$ cat config.mk
export PLATFORM = sky130hd
export DESIGN_NAME = ctl_locator_flat
export DESIGN_NICKNAME = d
export VERILOG_FILES = /design/src/inc/ctl_pkg.sv /design/src/inc/ctl_if.sv /design/src/core/ctl_locator.sv /design/src/flat_wrapper.sv
export SDC_FILE = /design/constraint.sdc
export NUM_CORES = 1
export LEC_CHECK = 0
export CAP_MARGIN = 20
export CORE_UTILIZATION = 54
export DETAILED_ROUTE_END_ITERATION = 8
export DONT_BUFFER_PORTS = 1
export PLACE_DENSITY_LB_ADDON = 0.1
export SLEW_MARGIN = 5
export SYNTH_ARGS = -nofsm -noshare
export SYNTH_HDL_FRONTEND = slang
export SYNTH_SLANG_ARGS = --single-unit
$ cat constraint.sdc
create_clock -name i_clk -period 5.8 [get_ports i_clk]
set_input_delay 0.29 -clock i_clk [delete_from_list [all_inputs] [get_ports i_clk]]
set_output_delay 0.29 -clock i_clk [all_outputs]
set_load 0.02 [all_outputs]
$ cat src/inc/ctl_pkg.sv
package ctl_pkg;

   // ***********************************************
   // widths
   // ***********************************************
   localparam int unsigned PIX_W   = 10;
   localparam int unsigned COORD_W = 16;

   typedef logic [PIX_W-1:0]   ctl_pix_t;
   typedef logic [COORD_W-1:0] ctl_coord_t;

   // ***********************************************
   // geometry and detection constants
   // ***********************************************
   // last green column of a row; plain default
   localparam ctl_coord_t X_MAX               = 16'h013F;
   localparam ctl_coord_t X_MIN_INIT          = 16'h0140;
   localparam ctl_coord_t MIN_DARK_RUN_LENGTH = 16'h0008;
   localparam ctl_coord_t COORD_ZERO          = 16'h0000;
   localparam ctl_coord_t COORD_ONE           = 16'h0001;
   localparam ctl_pix_t   PIX_ZERO            = 10'h000;

endpackage

$ cat src/inc/ctl_if.sv
`timescale 1ns/1ps
interface ctl_if;
   logic [ctl_pkg::PIX_W-1:0]   pix_data;
   logic                        green_valid;
   logic                        row_end_pulse;
   logic                        frame_end_pulse;
   logic [ctl_pkg::PIX_W-1:0]   threshold;
   logic [ctl_pkg::COORD_W-1:0] tip_x;
   logic [ctl_pkg::COORD_W-1:0] tip_y;

   modport dev (
      input  pix_data,
      input  green_valid,
      input  row_end_pulse,
      input  frame_end_pulse,
      input  threshold,
      output tip_x,
      output tip_y
   );

   modport src (
      output pix_data,
      output green_valid,
      output row_end_pulse,
      output frame_end_pulse,
      output threshold,
      input  tip_x,
      input  tip_y
   );
endinterface

$ cat src/core/ctl_locator.sv
`timescale 1ns/1ps
module ctl_locator (
   input  wire logic i_clk,
   input  wire logic i_rstn,
   ctl_if.dev        lnk,
   output logic      o_tip_update,
   output logic      o_tip_found
);

   // ***********************************************
   // state
   // ***********************************************
   // only scalars are kept: no pixel is stored
   ctl_pkg::ctl_coord_t x_pos_q;
   ctl_pkg::ctl_coord_t y_pos_q;
   ctl_pkg::ctl_coord_t dark_run_count_q;
   ctl_pkg::ctl_coord_t run_start_q;
   logic                row_hit_q;
   logic                run_open_q;
   ctl_pkg::ctl_coord_t hit_start_q;
   ctl_pkg::ctl_coord_t hit_stop_q;
   ctl_pkg::ctl_coord_t min_run_start_q;
   ctl_pkg::ctl_coord_t min_y_q;
   ctl_pkg::ctl_coord_t max_run_end_q;
   ctl_pkg::ctl_coord_t max_y_q;
   logic                first_row_q;
   logic                prev_hit_q;
   ctl_pkg::ctl_coord_t prev_start_q;
   logic                tb_found_q;
   ctl_pkg::ctl_coord_t tb_x_q;
   ctl_pkg::ctl_coord_t tb_y_q;
   ctl_pkg::ctl_coord_t tip_x_q;
   ctl_pkg::ctl_coord_t tip_y_q;

   // ***********************************************
   // pixel classification
   // ***********************************************
   logic                dark;
   logic                fend;
   logic                rend;
   logic                reg_now;
   logic                side_left;
   logic                side_right;
   ctl_pkg::ctl_coord_t run_next;
   ctl_pkg::ctl_coord_t run_first;

   assign fend      = lnk.frame_end_pulse;
   assign rend      = lnk.row_end_pulse && !fend;
   assign dark      = lnk.green_valid && (lnk.pix_data < lnk.threshold);
   assign run_next  = dark_run_count_q + ctl_pkg::COORD_ONE;
   // start of the run that this pixel extends
   assign run_first = (dark_run_count_q == ctl_pkg::COORD_ZERO) ?
                      x_pos_q : run_start_q;
   // only the first qualifying run of a row is kept
   assign reg_now   = dark && !row_hit_q &&
                      (run_next == ctl_pkg::MIN_DARK_RUN_LENGTH);

   // ***********************************************
   // row position and row count
   // ***********************************************
   always_ff @(posedge i_clk or negedge i_rstn) begin
      if (!i_rstn) begin
         x_pos_q <= ctl_pkg::COORD_ZERO;
      end else if (fend || lnk.row_end_pulse) begin
         x_pos_q <= ctl_pkg::COORD_ZERO;
      end else if (lnk.green_valid) begin
         x_pos_q <= x_pos_q + ctl_pkg::COORD_ONE;
      end
   end

   always_ff @(posedge i_clk or negedge i_rstn) begin
      if (!i_rstn) begin
         y_pos_q <= ctl_pkg::COORD_ZERO;
      end else if (fend) begin
         y_pos_q <= ctl_pkg::COORD_ZERO;
      end else if (rend) begin
         y_pos_q <= y_pos_q + ctl_pkg::COORD_ONE;
      end
   end

   // ***********************************************
   // dark run tracking
   // ***********************************************
   always_ff @(posedge i_clk or negedge i_rstn) begin
      if (!i_rstn) begin
         dark_run_count_q <= ctl_pkg::COORD_ZERO;
         run_start_q      <= ctl_pkg::COORD_ZERO;
      end else if (fend || lnk.row_end_pulse) begin
         dark_run_count_q <= ctl_pkg::COORD_ZERO;
      end else if (lnk.green_valid) begin
         if (dark) begin
            dark_run_count_q <= run_next;
            run_start_q      <= run_first;
         end else begin
            // a bright pixel breaks contiguity
            dark_run_count_q <= ctl_pkg::COORD_ZERO;
         end
      end
   end

   always_ff @(posedge i_clk or negedge i_rstn) begin
      if (!i_rstn) begin
         row_hit_q   <= 1'b0;
         run_open_q  <= 1'b0;
         hit_start_q <= ctl_pkg::COORD_ZERO;
         hit_stop_q  <= ctl_pkg::COORD_ZERO;
      end else if (fend || lnk.row_end_pulse) begin
         row_hit_q  <= 1'b0;
         run_open_q <= 1'b0;
      end else if (reg_now) begin
         row_hit_q   <= 1'b1;
         run_open_q  <= 1'b1;
         hit_start_q <= run_first;
         hit_stop_q  <= x_pos_q;
      end else if (lnk.green_valid && run_open_q) begin
         if (dark) begin
            hit_stop_q <= x_pos_q;
         end else begin
            run_open_q <= 1'b0;
         end
      end
   end

   // ***********************************************
   // side entry extremes
   // ***********************************************
   always_ff @(posedge i_clk or negedge i_rstn) begin
      if (!i_rstn) begin
         min_run_start_q <= ctl_pkg::X_MIN_INIT;
         min_y_q         <= ctl_pkg::COORD_ZERO;
      end else if (fend) begin
         min_run_start_q <= ctl_pkg::X_MIN_INIT;
         min_y_q         <= ctl_pkg::COORD_ZERO;
      end else if (rend && row_hit_q && (hit_start_q < min_run_start_q)) begin
         min_run_start_q <= hit_start_q;
         min_y_q         <= y_pos_q;
      end
   end

   always_ff @(posedge i_clk or negedge i_rstn) begin
      if (!i_rstn) begin
         max_run_end_q <= ctl_pkg::COORD_ZERO;
         max_y_q       <= ctl_pkg::COORD_ZERO;
      end else if (fend) begin
         max_run_end_q <= ctl_pkg::COORD_ZERO;
         max_y_q       <= ctl_pkg::COORD_ZERO;
      end else if (rend && row_hit_q && (hit_stop_q > max_run_end_q)) begin
         max_run_end_q <= hit_stop_q;
         max_y_q       <= y_pos_q;
      end
   end

   // ***********************************************
   // top and bottom entry: row tags
   // ***********************************************
   // the first row has no predecessor, so it cannot be a change
   always_ff @(posedge i_clk or negedge i_rstn) begin
      if (!i_rstn) begin
         first_row_q  <= 1'b1;
         prev_hit_q   <= 1'b0;
         prev_start_q <= ctl_pkg::COORD_ZERO;
      end else if (fend) begin
         first_row_q  <= 1'b1;
         prev_hit_q   <= 1'b0;
         prev_start_q <= ctl_pkg::COORD_ZERO;
      end else if (rend) begin
         first_row_q  <= 1'b0;
         prev_hit_q   <= row_hit_q;
         prev_start_q <= hit_start_q;
      end
   end

   // the tagged row itself is reported: entering row or last cue row
   always_ff @(posedge i_clk or negedge i_rstn) begin
      if (!i_rstn) begin
         tb_found_q <= 1'b0;
         tb_x_q     <= ctl_pkg::COORD_ZERO;
         tb_y_q     <= ctl_pkg::COORD_ZERO;
      end else if (fend) begin
         tb_found_q <= 1'b0;
      end else if (rend && !first_row_q && !tb_found_q &&
                   (row_hit_q != prev_hit_q)) begin
         tb_found_q <= 1'b1;
         if (row_hit_q) begin
            tb_x_q <= hit_start_q;
            tb_y_q <= y_pos_q;
         end else begin
            tb_x_q <= prev_start_q;
            tb_y_q <= y_pos_q - ctl_pkg::COORD_ONE;
         end
      end
   end

   // ***********************************************
   // frame end decision and output latches
   // ***********************************************
   assign side_left  = (min_run_start_q == ctl_pkg::COORD_ZERO);
   assign side_right = (max_run_end_q == ctl_pkg::X_MAX);

   // side entry wins over top/bottom: a side cue also flips tags
   always_ff @(posedge i_clk or negedge i_rstn) begin
      if (!i_rstn) begin
         tip_x_q     <= ctl_pkg::COORD_ZERO;
         tip_y_q     <= ctl_pkg::COORD_ZERO;
         o_tip_found <= 1'b0;
      end else if (fend) begin
         o_tip_found <= side_left || side_right || tb_found_q;
         if (side_left) begin
            tip_x_q <= max_run_end_q;
            tip_y_q <= max_y_q;
         end else if (side_right) begin
            tip_x_q <= min_run_start_q;
            tip_y_q <= min_y_q;
         end else if (tb_found_q) begin
            tip_x_q <= tb_x_q;
            tip_y_q <= tb_y_q;
         end
         // otherwise the previous tip stands
      end
   end

   // the tip update flag lands one edge after the frame end pulse
   always_ff @(posedge i_clk or negedge i_rstn) begin
      if (!i_rstn) begin
         o_tip_update <= 1'b0;
      end else begin
         o_tip_update <= fend;
      end
   end

   assign lnk.tip_x = tip_x_q;
   assign lnk.tip_y = tip_y_q;

endmodule

$ cat src/flat_wrapper.sv
// flat-port wrapper written by rule: the top's interface ports become plain ports
module ctl_locator_flat 
  (i_clk, i_rstn, o_tip_update, o_tip_found, lnk_pix_data, lnk_green_valid, lnk_row_end_pulse, lnk_frame_end_pulse, lnk_threshold, lnk_tip_x, lnk_tip_y);
  ctl_if lnk_i ();
  input  wire logic i_clk;
  input  wire logic i_rstn;
  output logic o_tip_update;
  output logic o_tip_found;
  input wire logic [$bits(lnk_i.pix_data)-1:0] lnk_pix_data;
  input wire logic [$bits(lnk_i.green_valid)-1:0] lnk_green_valid;
  input wire logic [$bits(lnk_i.row_end_pulse)-1:0] lnk_row_end_pulse;
  input wire logic [$bits(lnk_i.frame_end_pulse)-1:0] lnk_frame_end_pulse;
  input wire logic [$bits(lnk_i.threshold)-1:0] lnk_threshold;
  output wire logic [$bits(lnk_i.tip_x)-1:0] lnk_tip_x;
  output wire logic [$bits(lnk_i.tip_y)-1:0] lnk_tip_y;
  assign lnk_i.pix_data = lnk_pix_data;
  assign lnk_i.green_valid = lnk_green_valid;
  assign lnk_i.row_end_pulse = lnk_row_end_pulse;
  assign lnk_i.frame_end_pulse = lnk_frame_end_pulse;
  assign lnk_i.threshold = lnk_threshold;
  assign lnk_tip_x = lnk_i.tip_x;
  assign lnk_tip_y = lnk_i.tip_y;
  ctl_locator u_core (.i_clk(i_clk), .i_rstn(i_rstn), .lnk(lnk_i), .o_tip_update(o_tip_update), .o_tip_found(o_tip_found));
endmodule
== Word level (Yosys, flattened, before mapping) ==
Cells that the tools add are included.
Word-level totals
  register bits: 247
  latch bits: 0
  memory bits (writable): 0
  ROM bits: 0
  input bits: 25
  output and inout bits: 34
  word-level logic and storage cells: 112
  memories: 0
Operators by class
  add/sub/neg operators: 4
  $mul: 0
  divide/modulo/power cells: 0
  $lt $le $gt $ge: 3
  equal/unequal tests: 4
  shift-type cells: 0
  multiplexer cells: 41
  bitwise operators: 2
  reductions and logical operators: 36
Operators by type and width (number)
  16-bit two-way mux: 29
  16-bit by 1-bit adder with 16-bit output (second input constant): 3
  16-bit logical NOT: 2
  16-bit by 4-bit == test with 1-bit output (second input constant): 1
  16-bit by 9-bit == test with 1-bit output (second input constant): 1
  16-bit > comparator: 1
  16-bit < comparator: 1
  2-bit nonzero test: 8
  16-bit by 1-bit subtractor with 16-bit output (second input constant): 1
  1-bit two-way mux: 12
  1-bit logical AND: 11
  10-bit < comparator: 1
  2-bit AND reduction: 4
  3-bit AND reduction: 2
  3-bit nonzero test: 2
  1-bit logical NOT: 4
  1-bit logical OR: 3
  3-bit inequality test (second input constant): 1
  1-bit NOT: 2
  1-bit inequality test: 1

== Longest topological paths before layout ==
Gate-level depths: netlist of run 1.
  depth after elaboration: 7
  depth in mapped cells: 11
  mapped depth without buffers: 9

== Least setup slack after synthesis of run 1 ==
Ideal clock, no wire load.
  kind: input-to-reg
  from: input port lnk_threshold[7]
  to: register u_core.run_start_q[10]
  library setup time: 125 ps
  arrival: 2312 ps
  required time: 5675 ps
  slack: 3364 ps
  stages: 9
  path buffers: 1
  path through: inv_1 > ha_1 > a21o_1 > a211oi_1 > o221a_2 > o211ai_1 > nor2_1 > buf_2 > mux2_2
On the way
  word-level cells in the longest chain between the ends: 3
RTL lines
  start: declaration: line flat_wrapper.sv:13  | input wire logic [$bits(lnk_i.threshold)-1:0] lnk_threshold;
  10-bit < comparator: line ctl_locator.sv:49  | assign dark = lnk.green_valid && (lnk.pix_data < lnk.threshold);
  1-bit logical AND: line ctl_locator.sv:49
  3-bit AND reduction (no line)
  end signal: assignment: line ctl_locator.sv:87  | run_start_q <= ctl_pkg::COORD_ZERO;
  end signal: assignment: line ctl_locator.sv:93  | run_start_q <= run_first;
  end: declaration: line ctl_locator.sv:17  | ctl_pkg::ctl_coord_t run_start_q;
Every way passes these cells.
A chain may end at the register's enable or synchronous reset.

== Final worst setup path of run 1 ==
  from: register u_core.min_run_start_q[11]
  to: register u_core.tip_y_q[8] (netlist: u_core.lnk.tip_y[8])
On the way
  word-level cells in the longest chain between the ends: 3
  elaborated cells between the ends (all ways): 4
  those cells by class: mux: 1; reduce/logical: 3
RTL lines
  start: declaration: line ctl_locator.sv:22  | ctl_pkg::ctl_coord_t min_run_start_q;
  start signal: assignment: line ctl_locator.sv:129  | min_run_start_q <= ctl_pkg::X_MIN_INIT;
  start signal: assignment: line ctl_locator.sv:132  | min_run_start_q <= ctl_pkg::X_MIN_INIT;
  start signal: assignment: line ctl_locator.sv:135  | min_run_start_q <= hit_start_q;
  16-bit logical NOT *: line ctl_locator.sv:197  | assign side_left = (min_run_start_q == ctl_pkg::COORD_ZERO);
  3-bit nonzero test (no line)
  2-bit AND reduction (no line)
  end signal: assignment: line ctl_locator.sv:204  | tip_y_q <= ctl_pkg::COORD_ZERO;
  end signal: assignment: line ctl_locator.sv:210  | tip_y_q <= max_y_q;
  end signal: assignment: line ctl_locator.sv:213  | tip_y_q <= min_y_q;
  end: declaration: line ctl_locator.sv:33  | ctl_pkg::ctl_coord_t tip_y_q;
Every way passes the cells marked *; elsewhere a longest branch is shown, timed or not.

==> metrics.md, run 1 <==
| Metric | Value |
|---|---|
| Synth Area in Adders | `under 10%` |
| Most used standard cells in the synthesized netlist | `sky130_fd_sc_hd__dfrtp_1 (244), sky130_fd_sc_hd__nand2_1 (141), sky130_fd_sc_hd__o21ai_0 (110)` |
| Area delta synth->final | `7.48%` |
| Arrival time at the worst endpoint | `3440 ps` |
| Synth area leaders | `sky130_fd_sc_hd__dfrtp_1 (45%), sky130_fd_sc_hd__mux2i_1 (7.2%), sky130_fd_sc_hd__ha_1 (4.3%)` |
| Final min period | `3070 ps` |
| Net count of the finished layout | `1406` |
| Routed wire per std cell | `19.4 um` |
| Synth top area share | `45.4%` |
| FF+latch count, synth | `247` |
| Synth Area per Inst | `9.66 um^2` |
| Crit Path Category | `flip-flop to flip-flop` |
| Top-level I/O count | `59` |
| Remaining antenna violation count after routing | `0` |
| Post-synthesis mux area share | `about an eighth` |
| Power per standard cell area | `240 nW/um^2` |
| Total core area | `about 24000 um^2` |
| Post-Syn Area | `13400 um^2` |
| XOR/XNOR Fraction of Synth Area | `under 10%` |
| Number of buffers inserted during clock tree synthesis | `28` |
| Compound-Gate Fraction of Synth Area | `12.6%` |
| Endpoint required time on the critical path | `between 6000 and 7000 ps` |
| Hold Vio Cnt, Final | `247` |
| Number of standard cells after synthesis | `1391` |
| Count of clock tree sinks | `247` |
| Final TNS setup | `0 ps` |
| Bufs on Longest Clock Path | `3` |
| Initial Utilization | `55.1%` |
| Flop-to-flop setup slack | `2730 ps` |
| Remaining global-route overflow | `0` |
| Total Die Area | `between 20000 and 30000 um^2` |
| Diodes inserted | `0` |
| Unrepaired setup endpoints after global routing | `no` |
| Worst Skew | `13.7 ps` |
| Async set-or-reset flop fraction in the synthesized netlist | `100%` |
| Violated checks | `hold timing` |
| Vertical extent of the die | `160 um` |
| Most repeated cell in the gate-level netlist after synthesis | `sky130_fd_sc_hd__dfrtp_1` |
| Post-route clock period utilization | `52.9%` |
| Antenna violations before repair | `0` |
| Gp weighted congestion | `0.788` |
| # rows | `57` |
| Setup repair bufs after CTS | `0` |
| Violation count after the first detailed-routing iteration | `758` |
| Dominant combinational cell family by area after synthesis | `simple AND/OR/NAND/NOR gates` |
| TritonCTS clock tree | `yes` |
| Post-route DRC | `0` |
| Nets in the synthesized netlist | `~1500` |
| Clk slew on worst S/H paths | `60 ps` |
| Hold_buf cts | `3` |
| Floorplan die width | `160 um` |
| Max-slew violation count | `0` |
| CTS Root Cell | `sky130_fd_sc_hd__clkbuf_16` |
| Tightest Hold Check Type | `input port to asynchronous set/reset pin` |
| WL final | `32.5 mm` |
| Post-synth top flop | `sky130_fd_sc_hd__dfrtp_1` |
| Global-route wire length before repair | `53.5 mm` |
| Via count of the first global-routing pass | `around 9700` |
| Worst Tran Pin Value | `956 ps` |
| Largest net degree at the start of global routing | `248` |
| Detail-routed via count per cell | `5.96` |
| Peak supply drop | `0.188 mV` |
| Layout cell share with drive strength beyond 1 | `about a tenth` |
| Share of synthesized cell area in and, or, nand and nor gates | `16.2%` |
| Most area-hungry cell type in the Yosys netlist | `sky130_fd_sc_hd__dfrtp_1` |
| Critical path capture point type | `flip-flop` |
| Detailed-routing iteration count for the pre-antenna-repair pass | `5` |
| Final-report setup violation count | `0` |
| Max-capacitance violation count | `0` |
| Unique cell type count in the Yosys netlist | `67` |
| Final-layout worst hold slack | `-558 ps` |
| Status | `finished, violations left` |
| Relative slew slack | `36.1%` |
| Leak Pwr | `between 6 and 7 nW` |
| Insertion delay to the later sink of the worst-skew pair | `540 ps` |
| Highest attainable clock frequency | `0.326 GHz` |
| Number of port buffers | `0` |
| Number of enable-type register cells in the synthesized netlist | `0` |
| Maximum fanout along the worst path | `65` |
| H-tree lvl count | `1` |
| Post-cts gate resize count | `0` |
| Via total after detailed routing | `9972` |
| Detailed-placement wirelength estimate | `20.8 mm` |
| Total routing usage reported by global routing | `26.1%` |
| Sequential fraction of the synthesis area | `46.0%` |
| Warnings from Yosys | `0` |
| Worst setup SP type | `flip-flop` |
flip-flops by register name (all words and copies together), names as in the netlist:
| name | cells |
|---|---|
| u_core.max_y_q | 16 |
| u_core.dark_run_count_q | 16 |
| u_core.x_pos_q | 16 |
| u_core.first_row_q | 1 |
| u_core.o_tip_found | 1 |
| u_core.prev_hit_q | 1 |
| u_core.run_start_q | 16 |
| u_core.min_y_q | 16 |
| u_core.hit_stop_q | 16 |
| u_core.hit_start_q | 16 |
| u_core.lnk.tip_y | 16 |
| u_core.max_run_end_q | 16 |
| u_core.tb_y_q | 16 |
| u_core.y_pos_q | 16 |
| u_core.o_tip_update | 1 |
| u_core.row_hit_q | 1 |
| u_core.run_open_q | 1 |
| u_core.tb_found_q | 1 |
| u_core.prev_start_q | 16 |
| u_core.tb_x_q | 16 |
| u_core.lnk.tip_x | 16 |
| u_core.min_run_start_q | 16 |
worst max-delay path, cell delays in order, from the launching register on:
cell,delay [ps]
sky130_fd_sc_hd__dfrtp_1,410
sky130_fd_sc_hd__nor4_1,520
sky130_fd_sc_hd__and4_2,320
sky130_fd_sc_hd__buf_4,540
sky130_fd_sc_hd__nor2_1,80
sky130_fd_sc_hd__nand2_1,100
sky130_fd_sc_hd__nand2_2,530
sky130_fd_sc_hd__nand2_1,250
sky130_fd_sc_hd__o21ai_0,120
report_power, final:
group	internal (mW)	switching, mW	total, mW	leakage [nW]
logic	0.0441	0.0678	0.112	2.84
registers	1.73	0.00822	1.74	3.44
clock network	0.938	0.682	1.62	0.401
total	2.71	0.758	3.47	6.68
logic make-up (layout without fill, tap and decap cells):
family | count (synthesis) | in the layout
AOI/OAI and AO/OA | 277 | 277
DFF | 247 | 247
muxes | 160 | 160
and+or+nand+nor | 448 | 448
adders and majority gates | 46 | 46
xor gates and xnor gates | 42 | 42
buffers and inverters | 171 | 130
area by class of cell:
cell class | count | area (um^2)
Tap cell | 324 | 405
Fill cell | 2155 | 9950
Sequential cell | 247 | 6180
Timing Repair Buffer | 17 | 175
Clock inverter | 6 | 66.3
Multi-Input combinational cell | 973 | 6600
Clock buffer | 39 | 752
Inverter | 68 | 255
metrics by stage:
step	instance area, um^2	util, %	power, mW	setup slack [ps]	cells
2_1_floorplan	13400	-	1.85	3360	1391
3_3_place_gp	13500	55.5	1.86	2690	1624
3_5_place_dp	13500	55.5	1.86	2640	1624
4_1_cts	14400	59.1	3.51	2620	1672
5_1_grt	14400	59.2	3.58	2510	1674
6_report	14400	59.2	3.47	2730	1674
worst paths after layout:
| kind | from | end | depth (start not counted) |
|---|---|---|---|
| min in group i_clk | lnk_green_valid | u_core.x_pos_q[4] | 3 |
| max in group asynchronous | i_rstn | u_core.first_row_q | 0 |
| worst max register to register | u_core.min_run_start_q[11] | u_core.lnk.tip_y[8] | 8 |
| worst max-delay path | u_core.min_run_start_q[11] | u_core.lnk.tip_y[8] | 8 |
| worst min register to register | u_core.first_row_q | u_core.first_row_q | 2 |
| worst min-delay path | i_rstn | u_core.lnk.tip_y[11] | 0 |
placed cells by master, fill, tap and decap left out, types with 4 or more instances in the layout:
cell,synthesis,final
sky130_fd_sc_hd__nand4_1,17,17
sky130_fd_sc_hd__o211ai_1,6,6
sky130_fd_sc_hd__ha_1,46,46
sky130_fd_sc_hd__o31ai_1,20,20
sky130_fd_sc_hd__nor2_1,101,101
sky130_fd_sc_hd__and3_1,36,36
sky130_fd_sc_hd__o21ai_0,110,110
sky130_fd_sc_hd__inv_1,67,67
sky130_fd_sc_hd__clkinv_2,0,4
sky130_fd_sc_hd__or2_2,4,4
sky130_fd_sc_hd__nor4_1,14,14
sky130_fd_sc_hd__mux2_4,20,20
sky130_fd_sc_hd__dfrtp_1,244,244
sky130_fd_sc_hd__a21oi_1,67,66
sky130_fd_sc_hd__clkbuf_16,0,28
sky130_fd_sc_hd__nand2_1,141,140
sky130_fd_sc_hd__xnor2_1,15,15
sky130_fd_sc_hd__nand3_1,42,41
sky130_fd_sc_hd__mux2_2,38,38
sky130_fd_sc_hd__nand2b_1,8,8
sky130_fd_sc_hd__o311ai_0,29,29
sky130_fd_sc_hd__mux2_1,6,6
sky130_fd_sc_hd__nor2b_1,7,7
sky130_fd_sc_hd__o21ai_1,4,4
sky130_fd_sc_hd__a21o_1,16,15
sky130_fd_sc_hd__nor3_1,40,40
sky130_fd_sc_hd__mux2i_1,96,96
sky130_fd_sc_hd__buf_4,0,13
sky130_fd_sc_hd__o21a_1,4,4
sky130_fd_sc_hd__xor2_1,27,27
sky130_fd_sc_hd__clkbuf_1,82,10
sky130_fd_sc_hd__or3_1,11,11
metal layers:
layer | share of wire (%) | up-vias | GRT usage (%)
met5 | 0 | - | 0
li1 | - | 4774 | -
met1 | 49 | 4905 | 39.2
met4 | 2.1 | 0 | 6.38
met2 | 44 | 244 | 39.1
met3 | 5.4 | 49 | 4.47
(Power assumes the default switching activity.)
==> run 2, diff against run 1 <==
Clock period 5.8 ns to 3.1 ns, I/O delays scaled along.
==> run 2 against run 1 <==
- the run still ends with hold timing left
- setup slack got worse by 2400 ps
- clock skew increased by 1.4 ps
- non-clock buffer count rose by 18
- register-to-register slack worse by 2400 ps
- cell count increased by 1.4%
- flip-flop and latch count unchanged
- worst hold slack got worse by 140 ps
- critical path depth is the same
- critical path type unchanged
- largest cell class unchanged
==> metrics.md, run 2 (synthesis gave the netlist of run 1 again) <==
| Metric | Value |
|---|---|
| Status | `finished, violations left (unchanged)` |
| Violated checks | `hold timing (unchanged)` |
| Maximum fanout along the worst path | `16 (was 65)` |
| Floorplan die width | `160 um (unchanged)` |
| Share of total power in combinational logic | `3.3% (was 3.2%)` |
| Setup repair bufs after CTS | `0 (unchanged)` |
| Worst setup path start | `u_core.dark_run_count_q[0] (was u_core.min_run_start_q[11])` |
| Arrival time at the worst endpoint | `3160 ps (was 3440 ps)` |
| Crit Path Category | `flip-flop to flip-flop (unchanged)` |
| Endpoint required time on the critical path | `3510 ps (was 6180 ps)` |
| Remaining antenna violation count after routing | `0 (unchanged)` |
| Post-route DRC | `0 (unchanged)` |
| Via total after detailed routing | `10000 (was 9972)` |
| Global-route wire length before repair | `52.7 mm (was 53.5 mm)` |
| Worst setup SP type | `flip-flop (unchanged)` |
| Antenna violations before repair | `2 (was 0)` |
| Top-level I/O count | `59 (unchanged)` |
| Clk slew on worst S/H paths | `60 ps (about the same)` |
| Area delta synth->final | `9.44% (was 7.48%)` |
| Relative slew slack | `29.9% (was 36.1%)` |
| TritonCTS clock tree | `yes (unchanged)` |
| Remaining global-route overflow | `0 (unchanged)` |
| Max-slew violation count | `0 (unchanged)` |
| Highest attainable clock frequency | `0.364 GHz (was 0.326 GHz)` |
| Crit Reg-Reg Endpoint | `u_core.hit_start_q[4] (was u_core.lnk.tip_y[8])` |
| Diodes inserted | `0 (unchanged)` |
| Count of clock tree sinks | `247 (unchanged)` |
| Insertion delay to the later sink of the worst-skew pair | `540 ps (about the same)` |
| Worst Skew | `15.2 ps (was 13.7 ps)` |
| Final TNS setup | `0 ps (unchanged)` |
| Flop-to-flop setup slack | `350 ps (was 2730 ps)` |
| Critical path's largest stage delay | `450 ps (was 540 ps)` |
| Routed wire per std cell | `18.7 um (was 19.4 um)` |
| Violation count after the first detailed-routing iteration | `851 (was 758)` |
| Layout cell share with drive strength beyond 1 | `11.5% (was 10.2%)` |
| Chain of cells forming the critical path | `ha_1 > nand2_1 > nor3_4 > a21boi_1 > nor2_1 > nor4_4 > nand2_2 > mux2_1 (was nor4_1 > and4_2 > buf_4 > nor2_1 > nand2_1 > nand2_2 > nand2_1 > o21ai_0)` |
| Detail-routed via count per cell | `5.91 (was 5.96)` |
| Detailed-routing iteration count for the pre-antenna-repair pass | `5 (unchanged)` |
| Total routing usage reported by global routing | `25.6% (was 26.1%)` |
| Power Total | `6.78 mW (was 3.47 mW)` |
| Number of buffers inserted during clock tree synthesis | `28 (unchanged)` |
| Post-cts gate resize count | `0 (unchanged)` |
| Vertical extent of the die | `160 um (unchanged)` |
| Peak supply drop | `0.353 mV (was 0.188 mV)` |
| CTS Root Cell | `sky130_fd_sc_hd__clkbuf_16 (unchanged)` |
| Final-report setup violation count | `0 (unchanged)` |
| Worst Tran Pin Value | `1050 ps (was 956 ps)` |
| Via count of the first global-routing pass | `9785 (was 9711)` |
| Critical path capture point type | `flip-flop (unchanged)` |
| Total core area | `24400 um^2 (unchanged)` |
| H-tree lvl count | `1 (unchanged)` |
| Part of the power in registers | `47.9% (was 50.1%)` |
| Hold Vio Cnt, Final | `247 (unchanged)` |
| Leading cell type in the layout, fill and taps excluded | `sky130_fd_sc_hd__dfrtp_1 (unchanged)` |
| Total Die Area | `25500 um^2 (unchanged)` |
| Hold_buf cts | `7 (was 3)` |
| WL final | `31.8 mm (was 32.5 mm)` |
| Reg2Reg Launch Point | `u_core.dark_run_count_q[0] (was u_core.min_run_start_q[11])` |
| Power dissipated by switching net loads | `1.46 mW (was 758 uW)` |
| Max-capacitance violation count | `0 (unchanged)` |
| Leak Pwr | `6.81 nW (was 6.68 nW)` |
| Worst Reg-to-Reg Cells | `8 (unchanged)` |
| # rows | `57 (unchanged)` |
| Switching power share of the total | `21.5% (was 21.8%)` |
| Final min period | `2750 ps (was 3070 ps)` |
| Clock Power Share | `48.8% (was 46.7%)` |
| Critical-path cell with the highest stage delay | `sky130_fd_sc_hd__dfrtp_1 (was sky130_fd_sc_hd__buf_4)` |
| Gp weighted congestion | `0.807 (was 0.788)` |
| Post-route clock period utilization | `88.6% (was 52.9%)` |
| Detailed-placement wirelength estimate | `20.9 mm (was 20.8 mm)` |
| Net count of the finished layout | `1424 (was 1406)` |
| Number of port buffers | `0 (unchanged)` |
| Unrepaired setup endpoints after global routing | `no (unchanged)` |
| Leading cell types in the layout, fill and taps excluded | `sky130_fd_sc_hd__dfrtp_1 (244), sky130_fd_sc_hd__nand2_1 (140), sky130_fd_sc_hd__o21ai_0 (110) (unchanged)` |
| Bufs on Longest Clock Path | `3 (unchanged)` |
| Tightest Hold Check Type | `input port to asynchronous set/reset pin (unchanged)` |
| Final-layout worst hold slack | `-693 ps (was -558 ps)` |
| Initial Utilization | `55.1% (unchanged)` |
| Internal power component | `5.32 mW (was 2.71 mW)` |
| Largest net degree at the start of global routing | `248 (unchanged)` |
| Power per standard cell area | `461 nW/um^2 (was 240 nW/um^2)` |
==> run 2: final cells by class <==
cell class / count / area, um^2
clock buffer: 43 / 828
clock inverter: 7 / 96.3
fill: 2154 / 9690
inverter: 68 / 255
multi-input combinational: 973 / 6600
sequential: 247 / 6180
tap: 324 / 405
timing repair buffer: 35 / 333
==> run 2: worst max path at each step <==
stage,cells after the start,to,slack (ps)
floorplan,11,u_core.min_y_q[14],750
CTS,8,u_core.hit_start_q[4],330
global route,8,u_core.hit_start_q[4],110
detailed placement,8,u_core.hit_start_q[3],350
global placement,8,u_core.hit_start_q[15],440
finish,8,u_core.hit_start_q[4],350
==> run 2: power by group through the flow <==
stage / combinational [mW] / clock, mW / sequential [mW]
3_3_place_gp: 0.170 / 0 / 3.31
2_1_floorplan: 0.164 / 0 / 3.31
5_1_grt: 0.246 / 3.49 / 3.25
6_report: 0.225 / 3.31 / 3.25
3_5_place_dp: 0.173 / 0 / 3.31
4_1_cts: 0.225 / 3.38 / 3.25
==> run 2: stage by stage <==
| stage | cells | worst slack, ps | hold WS [ps] | utilization, % | area, um^2 |
|---|---|---|---|---|---|
| finish | 1697 | 355 | -693 | 60.3 | 14700 |
| global route | 1697 | 105 | -704 | 60.3 | 14700 |
| CTS | 1697 | 333 | -709 | 60.3 | 14700 |
| detailed placement | 1640 | 353 | -136 | 56.1 | 13700 |
| global placement | 1640 | 442 | -136 | 56.1 | 13700 |
| floorplan | 1391 | 754 | -141 | - | 13400 |
==> run 2: per-layer routing <==
| metal | part of all wire [%] | global-route usage, % | up-vias | wire, um |
|---|---|---|---|---|
| met5 | 0 | 0 | - | 0 |
| met1 | 50 | 39.0 | 4954 | 15900 |
| li1 | - | - | 4816 | - |
| met2 | 44 | 39.2 | 216 | 13900 |
| met4 | 1.8 | 5.42 | 0 | 564 |
| met3 | 4.3 | 2.83 | 37 | 1360 |
==> run 2: worst max-delay path, delay by kind of cell, from the launching register on <==
family / cells / cell delay, ps
fa+ha+maj: 1 / 270
flops: 1 / 450
compound gates: 1 / 200
mux: 1 / 440
simple gates: 5 / 1240
==> run 3, diff against run 2 <==
Clock period 3.1 ns to 3.3 ns, I/O delays scaled along.
==> run 3 against run 2 <==
- the flow still finishes with violations (hold timing)
- critical path depth unchanged
- clock skew fell by 1.5 ps
- cell count shrank 0.29%
- maximum frequency is 1.1% higher
- global-route usage increased by 0.76 points
==> metrics.md, run 3 (synthesis gave the netlist of run 1 again) <==
| Metric | Value |
|---|---|
| Status | `finished, violations left (unchanged)` |
| Violated checks | `hold timing (unchanged)` |
| Via total after detailed routing | `10000 (about the same)` |
| Number of buffers inserted during clock tree synthesis | `27 (was 28)` |
| Number of port buffers | `0 (unchanged)` |
| Area delta synth->final | `8.95% (was 9.44%)` |
| Power Total | `6.24 mW (was 6.78 mW)` |
| Via count of the first global-routing pass | `9815 (was 9785)` |
| Critical path's largest stage delay | `440 ps (was 450 ps)` |
| Placement-stage cell area | `13700 um^2 (about the same)` |
| Highest attainable clock frequency | `0.368 GHz (was 0.364 GHz)` |
| Final min period | `2720 ps (was 2750 ps)` |
| Global-route wire length before repair | `54.2 mm (was 52.7 mm)` |
| Total routing usage reported by global routing | `26.3% (was 25.6%)` |
| Remaining global-route overflow | `0 (unchanged)` |
| Crit Reg-Reg Endpoint | `u_core.hit_start_q[15] (was u_core.hit_start_q[4])` |
| H-tree lvl count | `1 (unchanged)` |
| Post-route DRC | `0 (unchanged)` |
| Power per standard cell area | `426 nW/um^2 (was 461 nW/um^2)` |
| Worst Skew | `13.7 ps (was 15.2 ps)` |
| Total core area | `24400 um^2 (unchanged)` |
| Unrepaired setup endpoints after global routing | `no (unchanged)` |
| TritonCTS clock tree | `yes (unchanged)` |
| Clk slew on worst S/H paths | `60 ps (about the same)` |
| Worst Reg-to-Reg Cells | `8 (unchanged)` |
| Relative slew slack | `36.6% (was 29.9%)` |
| Worst Tran Pin Value | `948 ps (was 1050 ps)` |
| Kind of cell adding the most delay to the critical path | `simple AND/OR/NAND/NOR gates (unchanged)` |
| Reg2Reg Launch Point | `u_core.dark_run_count_q[0] (unchanged)` |
| Leading cell type in the layout, fill and taps excluded | `sky130_fd_sc_hd__dfrtp_1 (unchanged)` |
| Violation count after the first detailed-routing iteration | `813 (was 851)` |
| Net count of the finished layout | `1420 (was 1424)` |
| Chain of cells forming the critical path | `ha_1 > nand2_1 > nor3_4 > a21boi_1 > nor2_1 > nor4_4 > nand2_2 > mux2_1 (unchanged)` |
| WL final | `32.6 mm (was 31.8 mm)` |
| Routed wire per std cell | `19.3 um (was 18.7 um)` |
| Initial Utilization | `55.1% (unchanged)` |
| Setup repair bufs after CTS | `0 (unchanged)` |
| Fraction of met3 tracks used by global routing | `4.96% (was 2.83%)` |
| Worst setup SP type | `flip-flop (unchanged)` |
| GR Util met2 | `39.6% (was 39.2%)` |
| Bufs on Longest Clock Path | `3 (unchanged)` |
| Vertical extent of the die | `160 um (unchanged)` |
| Detailed-routing iteration count for the pre-antenna-repair pass | `5 (unchanged)` |
| Largest net degree at the start of global routing | `248 (unchanged)` |
| Maximum fanout along the worst path | `16 (unchanged)` |
| Insertion delay to the later sink of the worst-skew pair | `530 ps (was 540 ps)` |
| Crit Path Category | `flip-flop to flip-flop (unchanged)` |
| Leading cell types in the layout, fill and taps excluded | `sky130_fd_sc_hd__dfrtp_1 (244), sky130_fd_sc_hd__nand2_1 (140), sky130_fd_sc_hd__o21ai_0 (110) (unchanged)` |
| Detail-routed via count per cell | `5.93 (was 5.91)` |
| Number of cells on the critical path | `8 (unchanged)` |
| Peak supply drop | `0.361 mV (was 0.353 mV)` |
| Post-layout worst setup margin | `585 ps (was 355 ps)` |
| Flop-to-flop setup slack | `580 ps (was 350 ps)` |
| Final-report setup violation count | `0 (unchanged)` |
| Global-route met1 utilization | `39.5% (was 39.0%)` |
| Count of clock tree sinks | `247 (unchanged)` |
| Final-layout worst hold slack | `-671 ps (was -693 ps)` |
| Top-level I/O count | `59 (unchanged)` |
| Diodes inserted | `0 (unchanged)` |
| # rows | `57 (unchanged)` |
| Antenna violations before repair | `0 (was 2)` |
| Post-placement setup slack | `494 ps (was 353 ps)` |
| Hold Vio Cnt, Final | `247 (unchanged)` |
| Leak Pwr | `6.78 nW (was 6.81 nW)` |
| Global-route layer with the greatest usage | `met2 (unchanged)` |
| Final TNS setup | `0 ps (unchanged)` |
| Max-slew violation count | `0 (unchanged)` |
| Remaining antenna violation count after routing | `0 (unchanged)` |
| Endpoint required time on the critical path | `3700 ps (was 3510 ps)` |
| Post-route clock period utilization | `82.3% (was 88.6%)` |
| Tightest Hold Check Type | `input port to asynchronous set/reset pin (unchanged)` |
| CTS Root Cell | `sky130_fd_sc_hd__clkbuf_16 (unchanged)` |
| Max-capacitance violation count | `0 (unchanged)` |
| Arrival time at the worst endpoint | `3120 ps (was 3160 ps)` |
| Critical-path cell with the highest stage delay | `sky130_fd_sc_hd__dfrtp_1 (unchanged)` |
| Layout cell share with drive strength beyond 1 | `11.3% (was 11.5%)` |
| Buffers and inverters on the worst path | `0 (unchanged)` |
| Gp weighted congestion | `0.848 (was 0.807)` |
| Total Die Area | `25500 um^2 (unchanged)` |
| Floorplan die width | `160 um (unchanged)` |
| Critical path capture point type | `flip-flop (unchanged)` |
| Detailed-placement wirelength estimate | `20.8 mm (was 20.9 mm)` |
| Cell area after layout | `14600 um^2 (was 14700 um^2)` |
| Hold_buf cts | `7 (unchanged)` |
==> run 3: changes by cell type in the layout (fill, tap and decap cells not counted), sizes merged <==
| cell | previous run | this run |
|---|---|---|
| clkbuf | 43 | 40 |
| inv | 68 | 67 |
| clkinvlp | 2 | 1 |
| clkinv | 3 | 6 |
| dlygate4sd3 | 5 | 4 |
| buf | 30 | 28 |
==> run 3: worst max path at each step <==
stage | start | to | slack [ps]
finish | u_core.dark_run_count_q[0] | u_core.hit_start_q[15] | 580
global route | u_core.dark_run_count_q[0] | u_core.hit_start_q[15] | 390
CTS | u_core.max_run_end_q[13] | u_core.max_run_end_q[14] | 490
detailed placement | u_core.max_run_end_q[13] | u_core.max_run_end_q[14] | 490
global placement | u_core.max_run_end_q[13] | u_core.max_run_end_q[10] | 610
floorplan | u_core.min_run_start_q[8] | u_core.min_y_q[14] | 950
==> run 3: where the power goes <==
group,internal [mW],switching [mW]
clock,1.77,1.20
combinational,0.0836,0.129
sequential,3.04,0.0121
==> run 3: routing by layer <==
layer | up-vias | routed length (um)
met5 | - | 0
met4 | 0 | 524
met3 | 40 | 1950
met2 | 251 | 14200
met1 | 4942 | 15900
li1 | 4809 | -
==> run 3: cell type report <==
cell class	instances	area [um^2]
clock buffers	40	774
well taps	324	405
clock inverters	8	92.6
repair buffers	32	324
inverters	68	255
fillers	2139	9750
multi-input cells	973	6600
flip-flops and latches	247	6180
==> run 3: metrics by stage <==
stage               util, %  instances
floorplan                 -       1391
global placement       56.0       1636
detailed placement     56.0       1636
CTS                    60.0       1691
global route           60.0       1692
finish                 60.0       1692
==> run 3: repair_timing <==
action / in CTS / in global routing
setup endpoints to repair: 0 / 0
resized for setup: 0 / 0
hold endpoints to repair: 350 / 247
